### src/core/cio_pkg.sv
// Package for the configurable I/O port logic: widths, register offsets, driver type codes, timing counts.
// Assumes a byte-wide special function register port from the CPU side.
package cio_pkg;
   localparam int PORT_WIDE_W = 8;
   localparam int PORT_NARROW_W = 2;
   localparam int PIN_COUNT = 18;
   localparam int CLOCK_MHZ = 100;
   // Glitch suppression window in ns; a level must hold this long to pass
   localparam int GLITCH_NS = 50;
   localparam int GLITCH_CYCLES = (GLITCH_NS * CLOCK_MHZ + 999) / 1000;
   // Register offsets, arbitrary in this block's own space
   localparam logic [7:0] ADDR_P0_LATCH = 8'h00;
   localparam logic [7:0] ADDR_P1_LATCH = 8'h01;
   localparam logic [7:0] ADDR_P3_LATCH = 8'h02;
   localparam logic [7:0] ADDR_P0_CFG1 = 8'h03;
   localparam logic [7:0] ADDR_P0_CFG2 = 8'h04;
   localparam logic [7:0] ADDR_P1_CFG1 = 8'h05;
   localparam logic [7:0] ADDR_P1_CFG2 = 8'h06;
   localparam logic [7:0] ADDR_P3_CFG1 = 8'h07;
   localparam logic [7:0] ADDR_P3_CFG2 = 8'h08;
   localparam logic [7:0] ADDR_P0_DIG_DIS = 8'h09;
   localparam logic [7:0] ADDR_P0_IN = 8'h0A;
   localparam logic [7:0] ADDR_P1_IN = 8'h0B;
   localparam logic [7:0] ADDR_P3_IN = 8'h0C;
   localparam logic [7:0] ADDR_PIN_AVAIL = 8'h0D;
   // Driver type {cfg1,cfg2}
   localparam logic [1:0] TYPE_QUASI = 2'h0;
   localparam logic [1:0] TYPE_PUSH = 2'h1;
   localparam logic [1:0] TYPE_INPUT = 2'h2;
   localparam logic [1:0] TYPE_OPEN = 2'h3;
   // Reset values: cfg1 all ones, cfg2 all zeros selects input-only
   localparam logic [7:0] CFG1_RESET = 8'hFF;
   localparam logic [7:0] CFG2_RESET = 8'h00;
   localparam logic [7:0] LATCH_RESET = 8'hFF;
   localparam logic [7:0] DIG_DIS_MASK = 8'h3E;
   localparam int RESET_PIN = 5;
   localparam int BUS_CLK_PIN = 2;
   localparam int BUS_DATA_PIN = 3;
   // Clock source option codes
   localparam logic [1:0] CLK_INTERNAL = 2'h0;
   localparam logic [1:0] CLK_EXT_INPUT = 2'h1;
   localparam logic [1:0] CLK_CRYSTAL = 2'h2;
   localparam logic [4:0] PINS_BASE = 5'h12;
endpackage

### src/core/cio_pin_filter.sv
// One pin's input path: glitch suppression followed by a registered output.
// Assumes the pin level is already synchronous to i_clock.
`timescale 1ns/1ns
module cio_pin_filter #(
   parameter int CYCLES = 5
) (
   // Clock and reset
   input wire logic i_clock,
   input wire logic i_srst,
   // Pin level in, filtered level out
   input wire logic i_level,
   output logic o_level
);
   localparam int CW = $clog2(CYCLES + 1);
   logic [CW-1:0] count_reg;
   logic level_reg;
   wire differs = i_level != level_reg;
   wire settled = count_reg == CW'(CYCLES - 1);
   if (CYCLES < 1) begin : g_bad_cycles
      $error("CYCLES must be at least one");
   end
   always_ff @(posedge i_clock) begin
      if (i_srst) begin
         count_reg <= '0;
         level_reg <= 1'b1;
      end else if (!differs) begin
         count_reg <= '0;
      end else if (settled) begin
         count_reg <= '0;
         level_reg <= i_level;
      end else begin
         count_reg <= count_reg + CW'(1);
      end
   end
   assign o_level = level_reg;
endmodule // cio_pin_filter

### src/core/cio_port_logic.sv
// Configurable I/O port logic: two 8-bit ports and one 2-bit port with per-pin driver types.
// Assumes the CPU's byte-wide register port and pads that resolve weak/strong drive externally.
`timescale 1ns/1ns
module cio_port_logic #(
   parameter int FILTER_CYCLES = cio_pkg::GLITCH_CYCLES
) (
   // Clock and reset
   input wire logic i_clock,
   input wire logic i_srst,
   // Register port
   input wire logic i_reg_write,
   input wire logic i_reg_read,
   input wire logic [7:0] i_reg_addr,
   input wire logic [7:0] i_reg_wdata,
   output logic [7:0] o_reg_rdata,
   // Options
   input wire logic i_reset_pin_function_enable,
   input wire logic i_power_up,
   input wire logic [1:0] i_clock_source,
   // Pin levels
   input wire logic [7:0] i_p0_pin,
   input wire logic [7:0] i_p1_pin,
   input wire logic [1:0] i_p3_pin,
   // Pin drivers: strong pull-down, strong pull-up, weak pull-up
   output logic [17:0] o_pull_down,
   output logic [17:0] o_pull_up_strong,
   output logic [17:0] o_pull_up_weak,
   // Filtered digital inputs and external reset request
   output logic [17:0] o_pin_in,
   output logic o_external_reset_n
);
   localparam int N = cio_pkg::PIN_COUNT;
   localparam int W = cio_pkg::PORT_WIDE_W;
   localparam int RP = W + cio_pkg::RESET_PIN;
   localparam int SCLP = W + cio_pkg::BUS_CLK_PIN;
   localparam int SDAP = W + cio_pkg::BUS_DATA_PIN;
   localparam logic [N-1:0] LATCH_INIT = {cio_pkg::LATCH_RESET[1:0], cio_pkg::LATCH_RESET, cio_pkg::LATCH_RESET};
   localparam logic [N-1:0] CFG1_INIT = {cio_pkg::CFG1_RESET[1:0], cio_pkg::CFG1_RESET, cio_pkg::CFG1_RESET};
   localparam logic [N-1:0] CFG2_INIT = {cio_pkg::CFG2_RESET[1:0], cio_pkg::CFG2_RESET, cio_pkg::CFG2_RESET};
   // Refuse layouts and filter lengths that the packing below cannot serve
   if (N != 2 * W + cio_pkg::PORT_NARROW_W) begin : g_bad_count
      $error("pin count mismatch");
   end
   if (FILTER_CYCLES < 1) begin : g_bad_filter
      $error("filter needs at least one cycle");
   end
   if (cio_pkg::PINS_BASE != 5'(N)) begin : g_bad_base
      $error("available pin base differs from pin count");
   end
   // Latches and configuration, packed port 0 low, port 1, port 3 high
   logic [N-1:0] latch_reg;
   logic [N-1:0] cfg1_reg;
   logic [N-1:0] cfg2_reg;
   logic [7:0] port0_digital_input_disable_reg;
   logic [N-1:0] pull_down_reg, pull_up_strong_reg, pull_up_weak_reg;
   logic [N-1:0] pin_in_reg;
   logic [7:0] rdata_reg;
   logic ext_reset_n_reg;
   logic [N-1:0] filtered;
   wire [N-1:0] raw_pins = {i_p3_pin, i_p1_pin, i_p0_pin};
   // Write strobes
   wire wr_l0 = i_reg_write && i_reg_addr == cio_pkg::ADDR_P0_LATCH;
   wire wr_l1 = i_reg_write && i_reg_addr == cio_pkg::ADDR_P1_LATCH;
   wire wr_l3 = i_reg_write && i_reg_addr == cio_pkg::ADDR_P3_LATCH;
   wire wr_a0 = i_reg_write && i_reg_addr == cio_pkg::ADDR_P0_CFG1;
   wire wr_b0 = i_reg_write && i_reg_addr == cio_pkg::ADDR_P0_CFG2;
   wire wr_a1 = i_reg_write && i_reg_addr == cio_pkg::ADDR_P1_CFG1;
   wire wr_b1 = i_reg_write && i_reg_addr == cio_pkg::ADDR_P1_CFG2;
   wire wr_a3 = i_reg_write && i_reg_addr == cio_pkg::ADDR_P3_CFG1;
   wire wr_b3 = i_reg_write && i_reg_addr == cio_pkg::ADDR_P3_CFG2;
   wire wr_dd = i_reg_write && i_reg_addr == cio_pkg::ADDR_P0_DIG_DIS;
   // A write replaces one port's byte, the other ports hold
   wire [N-1:0] latch_next = {wr_l3 ? i_reg_wdata[1:0] : latch_reg[N-1:2*W],
      wr_l1 ? i_reg_wdata : latch_reg[2*W-1:W], wr_l0 ? i_reg_wdata : latch_reg[W-1:0]};
   wire [N-1:0] cfg1_next = {wr_a3 ? i_reg_wdata[1:0] : cfg1_reg[N-1:2*W],
      wr_a1 ? i_reg_wdata : cfg1_reg[2*W-1:W], wr_a0 ? i_reg_wdata : cfg1_reg[W-1:0]};
   wire [N-1:0] cfg2_next = {wr_b3 ? i_reg_wdata[1:0] : cfg2_reg[N-1:2*W],
      wr_b1 ? i_reg_wdata : cfg2_reg[2*W-1:W], wr_b0 ? i_reg_wdata : cfg2_reg[W-1:0]};
   wire [7:0] dig_dis_next = wr_dd ? (i_reg_wdata & cio_pkg::DIG_DIS_MASK) : port0_digital_input_disable_reg;
   // Effective type per pin with fixed restrictions
   logic [N-1:0] eff_cfg1, eff_cfg2;
   always_comb begin
      eff_cfg1 = cfg1_reg;
      eff_cfg2 = cfg2_reg;
      eff_cfg1[RP] = 1'b1;
      eff_cfg2[RP] = 1'b0;
      // Bus pins: only the cfg2 bit chooses between input-only and open-drain
      eff_cfg1[SCLP] = 1'b1;
      eff_cfg1[SDAP] = 1'b1;
   end
   // Driver decode; relies on an outside pull-up for open-drain high
   logic [N-1:0] pd_next, pus_next, puw_next;
   always_comb begin
      for (int k = 0; k < N; k++) begin
         case ({eff_cfg1[k], eff_cfg2[k]})
            cio_pkg::TYPE_QUASI: begin
               pd_next[k] = !latch_reg[k];
               pus_next[k] = 1'b0;
               puw_next[k] = latch_reg[k];
            end
            cio_pkg::TYPE_PUSH: begin
               pd_next[k] = !latch_reg[k];
               pus_next[k] = latch_reg[k];
               puw_next[k] = 1'b0;
            end
            cio_pkg::TYPE_OPEN: begin
               pd_next[k] = !latch_reg[k];
               pus_next[k] = 1'b0;
               puw_next[k] = 1'b0;
            end
            default: begin
               pd_next[k] = 1'b0;
               pus_next[k] = 1'b0;
               puw_next[k] = 1'b0;
            end
         endcase
      end
   end
   // Input filters on every pin regardless of type
   genvar g;
   generate
      for (g = 0; g < N; g++) begin : g_filt
         cio_pin_filter #(.CYCLES(FILTER_CYCLES)) u_filt (
            .i_clock(i_clock),
            .i_srst(i_srst),
            .i_level(raw_pins[g]),
            .o_level(filtered[g])
         );
      end
   endgenerate
   // Disabled port 0 inputs read as zero
   wire [N-1:0] dis_mask = {{(N-W){1'b0}}, port0_digital_input_disable_reg};
   wire [N-1:0] pin_in_next = filtered & ~dis_mask;
   // Reset pin function: power-up forces it, otherwise the enable bit decides
   // Filters reset high, so no false request follows a reset
   wire rst_fn = i_power_up || i_reset_pin_function_enable;
   wire ext_reset_n_next = rst_fn ? filtered[RP] : 1'b1;
   // Pins released for general use
   logic [4:0] avail;
   always_comb begin
      avail = cio_pkg::PINS_BASE;
      if (i_reset_pin_function_enable) avail = avail - 5'h01;
      if (i_clock_source == cio_pkg::CLK_EXT_INPUT) avail = avail - 5'h01;
      else if (i_clock_source == cio_pkg::CLK_CRYSTAL) avail = avail - 5'h02;
   end
   // Read mux
   logic [7:0] rd_next;
   always_comb begin
      case (i_reg_addr)
         cio_pkg::ADDR_P0_LATCH: rd_next = latch_reg[W-1:0];
         cio_pkg::ADDR_P1_LATCH: rd_next = latch_reg[2*W-1:W];
         cio_pkg::ADDR_P3_LATCH: rd_next = {6'h00, latch_reg[N-1:2*W]};
         cio_pkg::ADDR_P0_CFG1: rd_next = cfg1_reg[W-1:0];
         cio_pkg::ADDR_P0_CFG2: rd_next = cfg2_reg[W-1:0];
         cio_pkg::ADDR_P1_CFG1: rd_next = eff_cfg1[2*W-1:W];
         cio_pkg::ADDR_P1_CFG2: rd_next = eff_cfg2[2*W-1:W];
         cio_pkg::ADDR_P3_CFG1: rd_next = {6'h00, cfg1_reg[N-1:2*W]};
         cio_pkg::ADDR_P3_CFG2: rd_next = {6'h00, cfg2_reg[N-1:2*W]};
         cio_pkg::ADDR_P0_DIG_DIS: rd_next = port0_digital_input_disable_reg;
         cio_pkg::ADDR_P0_IN: rd_next = pin_in_reg[W-1:0];
         cio_pkg::ADDR_P1_IN: rd_next = pin_in_reg[2*W-1:W];
         cio_pkg::ADDR_P3_IN: rd_next = {6'h00, pin_in_reg[N-1:2*W]};
         cio_pkg::ADDR_PIN_AVAIL: rd_next = {3'h0, avail};
         default: rd_next = 8'h00;
      endcase
   end
   // Configuration state; reset leaves every pin input-only
   always_ff @(posedge i_clock) begin
      if (i_srst) begin
         latch_reg <= LATCH_INIT;
         cfg1_reg <= CFG1_INIT;
         cfg2_reg <= CFG2_INIT;
         port0_digital_input_disable_reg <= 8'h00;
      end else begin
         latch_reg <= latch_next;
         cfg1_reg <= cfg1_next;
         cfg2_reg <= cfg2_next;
         port0_digital_input_disable_reg <= dig_dis_next;
      end
   end
   // Driver enables come from flops so the pads never see decode glitches
   always_ff @(posedge i_clock) begin
      if (i_srst) begin
         pull_down_reg <= '0;
         pull_up_strong_reg <= '0;
         pull_up_weak_reg <= '0;
         pin_in_reg <= '0;
         rdata_reg <= 8'h00;
         ext_reset_n_reg <= 1'b1;
      end else begin
         pull_down_reg <= pd_next;
         pull_up_strong_reg <= pus_next;
         pull_up_weak_reg <= puw_next;
         pin_in_reg <= pin_in_next;
         rdata_reg <= i_reg_read ? rd_next : rdata_reg;
         ext_reset_n_reg <= ext_reset_n_next;
      end
   end
   assign o_pull_down = pull_down_reg;
   assign o_pull_up_strong = pull_up_strong_reg;
   assign o_pull_up_weak = pull_up_weak_reg;
   assign o_pin_in = pin_in_reg;
   assign o_reg_rdata = rdata_reg;
   assign o_external_reset_n = ext_reset_n_reg;
endmodule // cio_port_logic

### config.mk
export PLATFORM = sky130hd
export DESIGN_NAME = cio_port_logic
export DESIGN_NICKNAME = d
export VERILOG_FILES = /design/src/core/cio_pkg.sv /design/src/core/cio_pin_filter.sv /design/src/core/cio_port_logic.sv
export SDC_FILE = /design/constraint.sdc
export NUM_CORES = 1
export LEC_CHECK = 0
export BUFFER_PORTS_ARGS = -buffer_cell sky130_fd_sc_hd__buf_2
export CAP_MARGIN = 20
export CORE_UTILIZATION = 50
export CTS_CLUSTER_DIAMETER = 50
export DETAILED_ROUTE_END_ITERATION = 8
export GPL_ROUTABILITY_DRIVEN = 1
export PLACE_DENSITY = 0.8
export SLEW_MARGIN = 20
export SYNTH_ARGS = -nofsm -noshare
export SYNTH_HDL_FRONTEND = slang
export SYNTH_SLANG_ARGS = --single-unit
### constraint.sdc
create_clock -name i_clock -period 3.6 [get_ports i_clock]
set_input_delay 0.36 -clock i_clock [delete_from_list [all_inputs] [get_ports i_clock]]
set_output_delay 0.36 -clock i_clock [all_outputs]
set_load 0.02 [all_outputs]
==> flow_metrics.tcl <==
set metrics [dict create \
    status "completed" \
    die_w_um 131 \
    synth_cells 863 \
    final_common_cell "dfxtp_1" \
    cp-end-kind "register" \
    rows 46 \
    io_buffers 115 \
    yosysSeqAreaShare 0.481 \
    maxUsedRoutingLayer "met4" \
    hp-class "input port to register" \
    drc_errors 0 \
    setup_violations 0 \
    critPathKind "input port to register" \
    crit-reg2reg-capture "o_reg_rdata[7]" \
    first_iter_violations 456 \
    synthesis.area_um2 8370 \
    grtUsageTotal 0.225 \
    tns_ns 0 \
    reg2reg_slack_ns 2.01 \
    p_leak_nw 4.09 \
    skew_ns 0.00478 \
    grt_setup_unrepaired "false" \
    h-tree-depth 1 \
    wl_met3_mm 1.64 \
    ir_drop_mv 0.442 \
    drv_slew 0 \
    wl_per_cell_um 16.6 \
    gp_congestion 0.910 \
    num_io_pins 123 \
    dp_hpwl_mm 13.7 \
    grt_pass1_wl_mm 31.4 \
    maxSlewHeadroom 0.468 \
    hold-worst-slack_ns 0.0450 \
    clkSinkCount 201 \
    maxCapViolCount 0 \
    synth_top_cell_by_area "dfxtp_1" \
    fin_crit_sh 0.540 \
    reg2regPathDepth 4 \
    fin_crit_ns 1.94 \
    cp.arrival_ns 2.29 \
    syn_to_final_growth_pct 16.4 \
    die_y_um 131 \
    drt-vias-per-instance 5.52 \
    clockBufferDepth 3 \
    clk_pin_slew_ns 0.06 \
    critPathLaunchType "input port" \
    drt-met1-wl_mm 8.39 \
    postCtsSetupRepairBufs 0 \
    async_reset_ff_frac 0 \
    layout-drive-gt1-share 0.172 \
    start_util 0.519 \
    ant_nets 0 \
    cts_made_buffers 22 \
    grt_max_degree 176 \
    hp-start "i_power_up" \
    nFillCells 1381 \
    required_ns 3.95 \
    vias 6580 \
    whs_endpoint "o_external_reset_n" \
    post-route-util 0.604 \
    crit_fanout 22 \
    ys_ff_latch 201 \
    nets 1039 \
    ys_types 56 \
    antenna_found_initial 1 \
    clock.fmax_mhz 514 \
    final_hold_viol_count 0 \
    syn_avg_cell_area_um2 9.69 \
    final_cell_mix "dfxtp_1, buf_2, nor2_1" \
    cts_tree "done" \
    grt_pass1_vias 6308 \
    setup_ws_ns 1.66 \
    worst_pin_slew_ns 0.799 \
    wl_mm 19.8 \
    p_per_area_nw_per_um2 496 \
    grt_overflow 0 \
    synth_area_leaders "dfxtp_1, ha_1, mux2i_1, a211o_1, and3_1" \
    clock_latency_ns 0.49 \
    largest_reg_flops 54 \
    dieArea_um2 17300 \
    rr_startpoint "cfg1_reg[7]" \
    pre_cts_slack_ns 1.25 \
    synth_ff_type "dfxtp_1" \
    cts_hold_buf 0 \
    whs_path_depth 2 \
    synth-edff-count 0 \
    cts_root_buffer "clkbuf_16" \
    dr.pass1.iters 5 \
    ys_warn_count 0 \
    core_um2 16100 \
    met2_length_mm 9.05 \
    netlist.area_leader.share 0.481 \
    cts-resized-gates 0 \
]
-- worst max-delay path, cell delays in order --
cell     delay [ns]
buf_2          0.36
nor2b_1        0.34
and2_1         0.33
nand3_1        0.49
mux2i_1        0.34
nor2_1         0.06
-- cells in the mapped netlist (all sizes together), types with 2 or more instances --
master and count:
nand3b 7, o21ai 20, nor3 23, mux2i 40
and2 3, and3 62, dlygate4sd3 2, clkbuf 32
dfxtp 201, buf 17, nand2b 3, inv 59
nor2b 21, a221o 3, o221ai 3, mux2 5
xnor2 19, a22oi 5, a32oi 2, nand4 2
nand3 16, a21oi 10, nor4 2, o21a 2
nor4b 30, nand2 46, a22o 5, nor2 91
ha 37, a31oi 5, nor3b 11, a211o 45
o211ai 4, a211oi 16
-- layout make-up --
class,instances,area (µm²),share of cell area
Antenna cell,1,2.50,0.000257
Clock buffer,31,616,0.0632
Clock inverter,7,115,0.0118
Inverter,59,221,0.0227
Multi-Input combinational cell,558,3870,0.398
Sequential cell,201,4020,0.413
Tap cell,216,270,0.0278
Timing Repair Buffer,118,613,0.0630
-- power by group --
| part | total (mW) | switching (mW) | internal, mW |
|---|---|---|---|
| Clock | 2.26 | 0.856 | 1.40 |
| Sequential | 2.29 | 0.0253 | 2.26 |
| Combinational | 0.284 | 0.183 | 0.101 |
| Total | 4.83 | 1.06 | 3.76 |
-- stage by stage --
| stage | total power, mW | cells | cell area [µm²] |
|---|---|---|---|
| final | 4.83 | 1191 | 9740 |
| after global routing | 4.99 | 1190 | 9730 |
| after CTS | 4.86 | 1190 | 9730 |
| after floorplan | 2.52 | 869 | 8390 |
| after global placement | 2.60 | 1152 | 9000 |
| after detailed placement | 2.61 | 1152 | 9000 |
-- how the worst max path moves through the flow --
stage / endpoint / cells after the start / from
2_1_floorplan: latch_reg[10] / 6 / i_reg_addr[7]
3_3_place_gp: o_reg_rdata[7] / 6 / i_reg_addr[3]
3_5_place_dp: cfg2_reg[6] / 6 / i_reg_addr[2]
4_1_cts: cfg2_reg[0] / 6 / i_reg_addr[2]
5_1_grt: cfg2_reg[3] / 6 / i_reg_addr[2]
6_report: cfg2_reg[0] / 6 / i_reg_addr[2]
-- kinds of logic after synthesis --
logic type,after synthesis,synth area share
other cells,1,0.000448
fa+ha+maj,37,0.0553
compound gates,130,0.118
flops,201,0.481
mux,46,0.0573
buf+inv,110,0.0592
xor+xnor,19,0.0199
simple gates,319,0.209
-- per-layer routing --
metal,vias to the layer above,GRT usage
met5,-,0
met1,3065,0.279
met2,244,0.370
met3,51,0.0594
li1,3220,-
met4,0,0.0917
Note: power is estimated with default switching activity, not from simulation.
